==> config.mk <==
export PLATFORM = sky130hd
export DESIGN_NAME = sram_host_port
export DESIGN_NICKNAME = d
export VERILOG_FILES = /design/src/include/sram_port_pkg.sv /design/src/sram_bus_pins.sv /design/src/sram_delay_count.sv /design/src/sram_host_port.sv
export VERILOG_INCLUDE_DIRS = /design/src /design/src/include
export SDC_FILE = /design/constraint.sdc
export NUM_CORES = 1
export LEC_CHECK = 0
export BUFFER_PORTS_ARGS = -buffer_cell sky130_fd_sc_hd__buf_2
export CAP_MARGIN = 20
export CORE_MARGIN = 3
export CORE_UTILIZATION = 52
export DETAILED_ROUTE_END_ITERATION = 10
export GPL_TIMING_DRIVEN = 0
export PLACE_DENSITY = 0.77
export RECOVER_POWER = 50
export SYNTH_ARGS = -nofsm -noshare
export SYNTH_HDL_FRONTEND = slang
export SYNTH_SLANG_ARGS = --single-unit
==> constraint.sdc <==
create_clock -name REF_CLK -period 2.86 [get_ports REF_CLK]
set_input_delay 0.858 -clock REF_CLK [delete_from_list [all_inputs] [get_ports REF_CLK]]
set_output_delay 0.858 -clock REF_CLK [all_outputs]
set_load 0.02 [all_outputs]
==> src/include/sram_port_defines.svh <==
// Purpose: timing and geometry constants for the asynchronous SRAM host port
// Assumes: 125 MHz REF_CLK, 8 ns period
// Notes: times in ns; cycle counts derived, least times rounded up
`ifndef SRAM_PORT_DEFINES_SVH
`define SRAM_PORT_DEFINES_SVH
`define CLK_PERIOD_NS 8
`define ADDR_W 19
`define DATA_W 8
`define T_ADDR_TO_DATA_NS 20
`define T_ADDR_TO_DATA_HI_NS 25
`define T_READ_CYCLE_NS 20
`define T_SLEEP_ACCESS_NS 25
`define T_SELECT_RELEASE_NS 8
`define T_SLEEP_RELEASE_NS 10
`define T_WRITE_PULSE_NS 15
`define T_WRITE_PULSE_HI_NS 20
`define T_SELECT_TO_END_NS 16
`define T_DATA_SETUP_NS 12
`define T_ADDR_TO_END_NS 20
`define T_WRITE_RECOVERY_NS 5
`define T_WRITE_CYCLE_NS 20
`define T_WRITE_CYCLE_HI_NS 25
`define T_WE_RELEASE_NS 7
`define NS2CYC(t) (((t) + `CLK_PERIOD_NS - 1) / `CLK_PERIOD_NS)
`define CNT_W 4
`define CNT_ZERO 4'h0
`define CNT_ONE 4'h1
`endif

==> src/include/sram_port_pkg.sv <==
// Purpose: types for the asynchronous SRAM host port
// Assumes: nothing
// Notes: state enumeration only
package sram_port_pkg;
   typedef enum logic [2:0] {ST_SLEEP, ST_IDLE, ST_READ, ST_WRITE, ST_RECOVER} port_state_e;
endpackage

==> src/sram_bus_pins.sv <==
// Purpose: registered pin drivers for the SRAM data bus and controls
// Assumes: select, output enable and write strobe idle high after reset; awake low
// Notes: read data captured on request
`timescale 1ns/1ps
`include "sram_port_defines.svh"
module sram_bus_pins
#(
   parameter int AW = `ADDR_W,
   parameter int DW = `DATA_W
)
(
   input wire logic REF_CLK,
   input wire logic RST_B,
   input wire logic [AW-1:0] addr_d,
   input wire logic [DW-1:0] wdata_d,
   input wire logic sel_d,
   input wire logic oe_d,
   input wire logic we_d,
   input wire logic awake_d,
   input wire logic dq_oe_d,
   input wire logic capture,
   input wire logic [DW-1:0] dq_in,
   output logic [AW-1:0] addr_q,
   output logic [DW-1:0] dq_out_q,
   output logic dq_oe_q,
   output logic select_n_q,
   output logic drive_enable_n_q,
   output logic write_strobe_n_q,
   output logic awake_q,
   output logic [DW-1:0] rdata_q
);
   logic [DW-1:0] next_rdata;

   always_comb
   begin
      next_rdata = rdata_q;
      if (capture)
      begin
         next_rdata = dq_in;
      end
   end

   always_ff @(posedge REF_CLK or negedge RST_B)
   begin
      if (!RST_B)
      begin
         addr_q <= '0;
         dq_out_q <= '0;
         dq_oe_q <= 1'b0;
         select_n_q <= 1'b1;
         drive_enable_n_q <= 1'b1;
         write_strobe_n_q <= 1'b1;
         awake_q <= 1'b0;
         rdata_q <= '0;
      end
      else
      begin
         addr_q <= addr_d;
         dq_out_q <= wdata_d;
         dq_oe_q <= dq_oe_d;
         select_n_q <= !sel_d;
         drive_enable_n_q <= !oe_d;
         write_strobe_n_q <= !we_d;
         awake_q <= awake_d;
         rdata_q <= next_rdata;
      end
   end
endmodule

==> src/sram_delay_count.sv <==
// Purpose: loadable down counter for phase timing
// Assumes: load has priority over counting
// Notes: done is high while the count is zero
`timescale 1ns/1ps
`include "sram_port_defines.svh"
module sram_delay_count
#(
   parameter int W = `CNT_W
)
(
   input wire logic REF_CLK,
   input wire logic RST_B,
   input wire logic load,
   input wire logic [W-1:0] value,
   output logic done
);
   logic [W-1:0] count;
   logic [W-1:0] next_count;

   always_comb
   begin
      next_count = count;
      if (load)
      begin
         next_count = value;
      end
      else if (count != '0)
      begin
         next_count = count - W'(1);
      end
   end

   always_ff @(posedge REF_CLK or negedge RST_B)
   begin
      if (!RST_B)
      begin
         count <= '0;
      end
      else
      begin
         count <= next_count;
      end
   end

   assign done = (count == '0);
endmodule

==> src/sram_host_port.sv <==
// Purpose: host controller driving a 512K x 8 asynchronous static RAM
// Assumes: user request held until accepted; pins registered; inputs synchronous
// Notes: one access at a time; awake is lowered after an idle timeout
// Behaviour
// - Read: select, output enable low; awake, strobe high
// - Back-to-back reads keep select low, awake high
// - Address settles before select and awake change
// - Reads spaced no closer than read cycle
// - Write strobe low at least pulse width
// - Select low long before write end
// - Write data set up before strobe rises
// - Address valid before start, held through end; the code changes ADDR on the same edge that lowers the write strobe
// - Strobe high at least recovery between writes
// - Write cycles spaced at least cycle time
// - Write needs strobe, select low, awake high
// - Strobe returns high between consecutive writes
`timescale 1ns/1ps
`include "sram_port_defines.svh"
module sram_host_port
   import sram_port_pkg::*;
#(
   parameter int AW = `ADDR_W,
   parameter int DW = `DATA_W,
   parameter bit HIGH_DOSE = 1'b0,
   parameter int IDLE_SLEEP_CYCLES = 64
)
(
   input wire logic REF_CLK,
   input wire logic RST_B,
   input wire logic REQ_VALID,
   input wire logic REQ_WRITE,
   input wire logic [AW-1:0] REQ_ADDR,
   input wire logic [DW-1:0] REQ_WDATA,
   output logic REQ_READY,
   output logic RD_VALID,
   output logic [DW-1:0] RD_DATA,
   output logic [AW-1:0] ADDR,
   input wire logic [DW-1:0] DQ_IN,
   output logic [DW-1:0] DQ_OUT,
   output logic DQ_OE,
   output logic SELECT_N,
   output logic DRIVE_ENABLE_N,
   output logic WRITE_STROBE_N,
   output logic AWAKE
);
   // ==========================================================
   // Timing counts
   localparam int ACC_NS = HIGH_DOSE ? `T_ADDR_TO_DATA_HI_NS : `T_ADDR_TO_DATA_NS;
   // One extra cycle covers the pin register delay before sampling
   localparam logic [`CNT_W-1:0] C_READ = `CNT_W'(`NS2CYC(ACC_NS) + 1);
   localparam logic [`CNT_W-1:0] C_WAKE = `CNT_W'(`NS2CYC(`T_SLEEP_ACCESS_NS) + 1);
   localparam logic [`CNT_W-1:0] C_SEL_REL = `CNT_W'(`NS2CYC(`T_SELECT_RELEASE_NS));
   localparam logic [`CNT_W-1:0] C_SLP_REL = `CNT_W'(`NS2CYC(`T_SLEEP_RELEASE_NS));
   localparam int WP_NS = HIGH_DOSE ? `T_WRITE_PULSE_HI_NS : `T_WRITE_PULSE_NS;
   localparam int WPULSE = (`NS2CYC(WP_NS) > `NS2CYC(`T_SELECT_TO_END_NS)) ?
                           `NS2CYC(WP_NS) : `NS2CYC(`T_SELECT_TO_END_NS);
   localparam logic [`CNT_W-1:0] C_WPULSE = `CNT_W'(WPULSE);
   localparam logic [`CNT_W-1:0] C_WREC = `CNT_W'(`NS2CYC(`T_WRITE_RECOVERY_NS));
   localparam int CYC_NS = HIGH_DOSE ? `T_WRITE_CYCLE_HI_NS : `T_WRITE_CYCLE_NS;
   localparam int CYC_N = `NS2CYC(CYC_NS);

   // ==========================================================
   // State
   port_state_e state;
   port_state_e next_state;
   logic [AW-1:0] addr_r;
   logic [AW-1:0] next_addr_r;
   logic [DW-1:0] wdata_r;
   logic [DW-1:0] next_wdata_r;
   logic [15:0] idle_cnt;
   logic [15:0] next_idle_cnt;
   logic [3:0] since;
   logic [3:0] next_since;
   logic sel_d;
   logic oe_d;
   logic we_d;
   logic awake_d;
   logic dq_oe_d;
   logic capture;
   logic load;
   logic [`CNT_W-1:0] load_val;
   logic done;
   logic rd_valid;
   logic next_rd_valid;

   sram_delay_count #(.W(`CNT_W)) sram_delay_count_i
   (
      .REF_CLK(REF_CLK),
      .RST_B(RST_B),
      .load(load),
      .value(load_val),
      .done(done)
   );

   sram_bus_pins #(.AW(AW), .DW(DW)) sram_bus_pins_i
   (
      .REF_CLK(REF_CLK),
      .RST_B(RST_B),
      .addr_d(next_addr_r),
      .wdata_d(next_wdata_r),
      .sel_d(sel_d),
      .oe_d(oe_d),
      .we_d(we_d),
      .awake_d(awake_d),
      .dq_oe_d(dq_oe_d),
      .capture(capture),
      .dq_in(DQ_IN),
      .addr_q(ADDR),
      .dq_out_q(DQ_OUT),
      .dq_oe_q(DQ_OE),
      .select_n_q(SELECT_N),
      .drive_enable_n_q(DRIVE_ENABLE_N),
      .write_strobe_n_q(WRITE_STROBE_N),
      .awake_q(AWAKE),
      .rdata_q(RD_DATA)
   );

   // ==========================================================
   // Sequencer
   always_comb
   begin
      next_state = state;
      next_addr_r = addr_r;
      next_wdata_r = wdata_r;
      next_idle_cnt = idle_cnt;
      next_since = (since == 4'hF) ? since : since + 4'h1;
      next_rd_valid = 1'b0;
      load = 1'b0;
      load_val = `CNT_ZERO;
      capture = 1'b0;
      REQ_READY = 1'b0;
      sel_d = 1'b0;
      oe_d = 1'b0;
      we_d = 1'b0;
      awake_d = 1'b1;
      dq_oe_d = 1'b0;
      case (state)
         ST_SLEEP:
         begin
            awake_d = 1'b0;
            // Idle count restarts so the port does not drop back to sleep as soon as the wake wait ends
            next_idle_cnt = 16'h0;
            if (REQ_VALID && done)
            begin
               // Wake with address already set; select and awake follow one edge later: awake-started access
               next_addr_r = REQ_ADDR;
               next_state = ST_IDLE;
               load = 1'b1;
               load_val = C_WAKE;
            end
         end
         ST_IDLE:
         begin
            sel_d = 1'b1;
            next_idle_cnt = idle_cnt + 16'h1;
            if (REQ_VALID && done && since >= 4'(CYC_N))
            begin
               REQ_READY = 1'b1;
               next_idle_cnt = 16'h0;
               next_addr_r = REQ_ADDR;
               next_wdata_r = REQ_WDATA;
               next_since = 4'h0;
               load = 1'b1;
               if (REQ_WRITE)
               begin
                  we_d = 1'b1;
                  dq_oe_d = 1'b1;
                  load_val = C_WPULSE;
                  next_state = ST_WRITE;
               end
               else
               begin
                  oe_d = 1'b1;
                  load_val = C_READ;
                  next_state = ST_READ;
               end
            end
            else if (done && idle_cnt >= 16'(IDLE_SLEEP_CYCLES))
            begin
               awake_d = 1'b0;
               load = 1'b1;
               load_val = C_SLP_REL;
               next_state = ST_SLEEP;
            end
         end
         ST_READ:
         begin
            sel_d = 1'b1;
            oe_d = 1'b1;
            if (done)
            begin
               capture = 1'b1;
               next_rd_valid = 1'b1;
               oe_d = 1'b0;
               next_state = ST_IDLE;
               load = 1'b1;
               load_val = C_SEL_REL;
            end
         end
         ST_WRITE:
         begin
            sel_d = 1'b1;
            we_d = 1'b1;
            dq_oe_d = 1'b1;
            if (done)
            begin
               we_d = 1'b0;
               next_state = ST_RECOVER;
               load = 1'b1;
               load_val = C_WREC;
            end
         end
         ST_RECOVER:
         begin
            sel_d = 1'b1;
            dq_oe_d = 1'b1; // data held past strobe rise
            if (done)
            begin
               dq_oe_d = 1'b0;
               next_state = ST_IDLE;
            end
         end
         default:
         begin
            next_state = ST_SLEEP;
         end
      endcase
   end

   always_ff @(posedge REF_CLK or negedge RST_B)
   begin
      if (!RST_B)
      begin
         state <= ST_SLEEP;
         addr_r <= '0;
         wdata_r <= '0;
         idle_cnt <= 16'h0;
         since <= 4'hF;
         rd_valid <= 1'b0;
      end
      else
      begin
         state <= next_state;
         addr_r <= next_addr_r;
         wdata_r <= next_wdata_r;
         idle_cnt <= next_idle_cnt;
         since <= next_since;
         rd_valid <= next_rd_valid;
      end
   end

   assign RD_VALID = rd_valid;

   // ==========================================================
   // Checks
   property p_read_combo;
      @(posedge REF_CLK) disable iff (!RST_B)
      !DRIVE_ENABLE_N |-> !SELECT_N && AWAKE && WRITE_STROBE_N && !DQ_OE;
   endproperty
   a_read_combo: assert property (p_read_combo) else $error("bad read controls");

   property p_no_fight;
      @(posedge REF_CLK) disable iff (!RST_B)
      $fell(DRIVE_ENABLE_N) |-> !$past(DQ_OE);
   endproperty
   a_no_fight: assert property (p_no_fight) else $error("host drives into read");

   property p_write_combo;
      @(posedge REF_CLK) disable iff (!RST_B)
      !WRITE_STROBE_N |-> !SELECT_N && AWAKE && DQ_OE;
   endproperty
   a_write_combo: assert property (p_write_combo) else $error("bad write controls");

   property p_pulse;
      @(posedge REF_CLK) disable iff (!RST_B)
      $fell(WRITE_STROBE_N) |-> !WRITE_STROBE_N [*2];
   endproperty
   a_pulse: assert property (p_pulse) else $error("write pulse short");

   property p_recovery;
      @(posedge REF_CLK) disable iff (!RST_B)
      $rose(WRITE_STROBE_N) |=> WRITE_STROBE_N;
   endproperty
   a_recovery: assert property (p_recovery) else $error("recovery short");

   property p_addr_hold;
      @(posedge REF_CLK) disable iff (!RST_B)
      !WRITE_STROBE_N |=> $stable(ADDR);
   endproperty
   a_addr_hold: assert property (p_addr_hold) else $error("address moved in write");

   property p_data_hold;
      @(posedge REF_CLK) disable iff (!RST_B)
      $rose(WRITE_STROBE_N) |-> DQ_OE && $stable(DQ_OUT);
   endproperty
   a_data_hold: assert property (p_data_hold) else $error("data not held");

   property p_sleep_float;
      @(posedge REF_CLK) disable iff (!RST_B)
      !AWAKE |-> DRIVE_ENABLE_N && WRITE_STROBE_N && !DQ_OE;
   endproperty
   a_sleep_float: assert property (p_sleep_float) else $error("access while asleep");

   property p_read_wait;
      @(posedge REF_CLK) disable iff (!RST_B)
      $fell(DRIVE_ENABLE_N) |-> !DRIVE_ENABLE_N [*3];
   endproperty
   a_read_wait: assert property (p_read_wait) else $error("read too short");
endmodule

==> flow_metrics.py <==
metrics = {
    "cts": {
        "clock_latency_ns": 0.33,
        "cts.sinks": 68,
        "path_clk_slew_ns": 0.07,
        "cts_buffers": 9,
        "cts-root-buf": "clkbuf_8",
        "clockBufferDepth": 2,
        "cts_htree_levels": 3,
        "cts_tree": "built",
        "ctsHoldBuffers": 0,
    },
    "yosys": {
        "syn_nets": 311,
        "ys_ff_latch": 68,
        "synth-edff-count": 0,
        "netlist_instances": 267,
        "synthArstFlopShare_pct": 100,
        "yosysWarnings": 0,
        "ys_types": 58,
        "ys.flop_type": "dfrtp_1",
        "netlist_area_mm2": 0.00326,
        "ys_seq_area_share_pct": 52.4,
        "syn_avg_cell_area_um2": 12.2,
    },
    "global_route": {
        "grt_pass1_wl_mm": 11.0,
        "first_global_vias": 2352,
        "antenna_found_initial": 0,
        "grt_max_degree": 69,
        "overflow": 0,
        "grtUsageTotal_pct": 19.0,
    },
    "setup_path": {
        "crit_end": "REQ_READY",
        "rr_startpoint": "sram_delay_count_i.count[0]",
        "path_delay_family": "buffers and inverters",
        "crit_cells": 7,
        "rr_worst_depth": 8,
        "critPathRequiredTime_ns": 2.00,
        "timing.rr.end": "sram_bus_pins_i.addr_q[14]",
        "end_kind": "output port",
        "path_cells": "inv_1, ha_1, nor3b_4, nand3_1, clkbuf_8, inv_2, buf_2",
        "slowest_stage": "dfrtp_1",
        "path_buf_inv": 4,
        "rrSetupSlack_ns": 0.37,
        "start_kind": "register",
        "crit_path_start": "sram_delay_count_i.count[0]",
        "slowest_delay_ns": 0.40,
        "arrival_ns": 1.86,
        "path_class": "register to output port",
        "cp_max_fo": 10,
    },
    "power": {
        "power_density_mw_per_mm2": 1080,
        "power_w": 0.00431,
        "p_leak_nw": 1.88,
        "peakVddDrop_mv": 0.587,
    },
    "routing": {
        "dr.pass1.iters": 4,
        "wl_per_cell_um": 14.9,
        "via_per_inst": 5.45,
        "vias": 2402,
        "drt-total-wl_mm": 6.57,
        "dr.first_iter.drc_count": 150,
        "drc": 0,
        "postRouteAntennaNets": 0,
    },
    "sta": {
        "clock.fmax_mhz": 367,
        "tns_ns": 0,
        "hold_viol": 0,
        "period_share_pct": 95.2,
        "finalSetupViolCount": 0,
        "slew-limit-headroom_pct": -8.34,
        "fin_ws_ns": 0.137,
        "post-route-min-period_ns": 2.72,
        "tightest_slew_ns": 1.63,
        "slew_violations": 69,
        "rsz0062_at_grt": "false",
        "skew_ns": 0.00946,
    },
    "place": {
        "portBuffers": 80,
        "dpl.cell_count": 422,
        "dp_hpwl_mm": 4.59,
        "gp_congestion": 0.812,
        "place_ws_ns": 0.0267,
    },
    "cells_and_area": {
        "fin_nets": 405,
        "diodes": 0,
        "final_util_pct": 66.8,
        "instances_no_fill": 441,
        "drive_gt1_share_pct": 41.5,
        "areaGrowthSynthToFinish_pct": 22.6,
    },
    "job": {
        "maxCapViolations": 1,
    },
    "outcome": {
        "status": "finished with violations",
        "violations": "max-capacitance violations, max-slew violations",
    },
    "floorplanning": {
        "floorplan.initialDensity_pct": 54.5,
        "die_w_um": 85.2,
        "io_pins": 81,
        "die_area_mm2": 0.00726,
        "fp.dieH_um": 85.2,
        "core_mm2": 0.00599,
        "num_rows": 28,
    },
    "hold_path": {
        "hp-class": "register to register",
    },
}
[power breakdown]
part	switching, W	total, W	internal, W
sequential	0.000238	0.00160	0.00136
combinational	0.00103	0.00184	0.000812
clock	0.000360	0.000873	0.000513
[worst min-delay path by stage]
stage                                           start  cells past startpoint  slack, ns                          end
after global routing      sram_bus_pins_i.dq_out_q[0]                      1       0.52  sram_bus_pins_i.dq_out_q[0]
after global placement    sram_bus_pins_i.dq_out_q[2]                      1       0.47  sram_bus_pins_i.dq_out_q[2]
after floorplan                          idle_cnt[15]                      1       0.46                 idle_cnt[15]
after CTS                 sram_bus_pins_i.dq_out_q[0]                      1       0.49  sram_bus_pins_i.dq_out_q[0]
final                     sram_bus_pins_i.dq_out_q[6]                      1       0.49  sram_bus_pins_i.dq_out_q[6]
after detailed placement  sram_bus_pins_i.dq_out_q[0]                      1       0.48  sram_bus_pins_i.dq_out_q[0]
[state kept, by name, indices dropped and copies added (netlist names), 3 cells and up]
name and count:
since 4, sram_bus_pins_i.addr_q 19, idle_cnt 16, state 3, sram_bus_pins_i.dq_out_q 8, sram_bus_pins_i.rdata_q 8
sram_delay_count_i.count 4
[repair_timing]
| item | CTS | global route |
|---|---|---|
| buffers inserted | 2 | 1 |
| resized for setup | 1 | 2 |
| pin swaps | 1 | 1 |
| setup endpoints to repair | 1 | 1 |
[layer usage]
| layer | part of all wire [%] | track usage, % |
|---|---|---|
| met1 | 45 | 25.6 |
| met2 | 48 | 30.7 |
| met3 | 5.2 | 3.59 |
| met4 | 1.1 | 6.91 |
| met5 | 0 | 0 |
[cells in the mapped netlist (2+ instances only)]
| library cell | count | area (um2) |
|---|---|---|
| dfrtp_1 | 61 | 1530 |
| mux2_4 | 18 | 270 |
| nand2_1 | 16 | 60.1 |
| a31oi_1 | 15 | 93.8 |
| mux2_2 | 13 | 146 |
| nor2_1 | 13 | 48.8 |
| o21ai_0 | 13 | 65.1 |
| nand3_1 | 10 | 50.1 |
| a21oi_1 | 8 | 40.0 |
| dfstp_2 | 7 | 184 |
| nor3_1 | 6 | 30.0 |
| ha_1 | 5 | 62.6 |
| inv_1 | 5 | 18.8 |
| mux2_1 | 5 | 56.3 |
| a21o_1 | 4 | 30.0 |
| o31ai_1 | 4 | 30.0 |
| buf_2 | 3 | 15.0 |
| nand2b_1 | 3 | 18.8 |
| nand4_1 | 3 | 18.8 |
| nor3b_1 | 3 | 22.5 |
| nor4_1 | 3 | 18.8 |
| a21oi_2 | 2 | 17.5 |
| a41oi_1 | 2 | 17.5 |
| buf_6 | 2 | 22.5 |
| clkbuf_1 | 2 | 7.51 |
| clkbuf_8 | 2 | 27.5 |
| nor2b_1 | 2 | 12.5 |
| o21bai_1 | 2 | 15.0 |
| o31a_1 | 2 | 17.5 |
| or3_1 | 2 | 12.5 |
| or3b_1 | 2 | 17.5 |
| xnor2_1 | 2 | 17.5 |
| xor2_1 | 2 | 17.5 |
[kinds of logic after synthesis]
kind of cell	synth area share [%]
muxes	14.8
xor gates and xnor gates	1.07
and+or+nand+nor	13.8
AOI/OAI and AO/OA	12.2
buffers and inverters	3.76
DFF	52.4
adders and majority gates	1.92
[area by class of cell]
cell class	count	area [um2]
clock inverter	6	87.6
inverter	6	22.5
multi-input combinational	182	1450
buffer	11	92.6
tap	75	93.8
timing repair buffer	83	409
clock buffer	10	138
sequential	68	1710
fill	467	1990
[cell usage in the layout, fill, tap and decap left out, types with 4 or more instances in the layout]
cell type / instances
mux2_4: 18
o31ai_1: 4
nand3_1: 10
dfrtp_1: 61
mux2_1: 5
o21ai_0: 13
inv_1: 5
clkbuf_1: 12
a21o_1: 4
ha_1: 4
nor2_1: 13
clkbuf_8: 12
dfstp_2: 7
a31oi_1: 15
buf_2: 74
nand2_1: 16
a21oi_1: 8
nor3_1: 6
mux2_2: 13
[metrics by stage]
| step | cell area, um2 | hold slack [ns] |
|---|---|---|
| 5_1_grt | 4000 | 0.523 |
| 3_3_place_gp | 3760 | 0.471 |
| 2_1_floorplan | 3260 | 0.464 |
| 3_5_place_dp | 3760 | 0.477 |
| 6_report | 4000 | 0.489 |
| 4_1_cts | 4010 | 0.493 |
(Power assumes the default switching activity.)
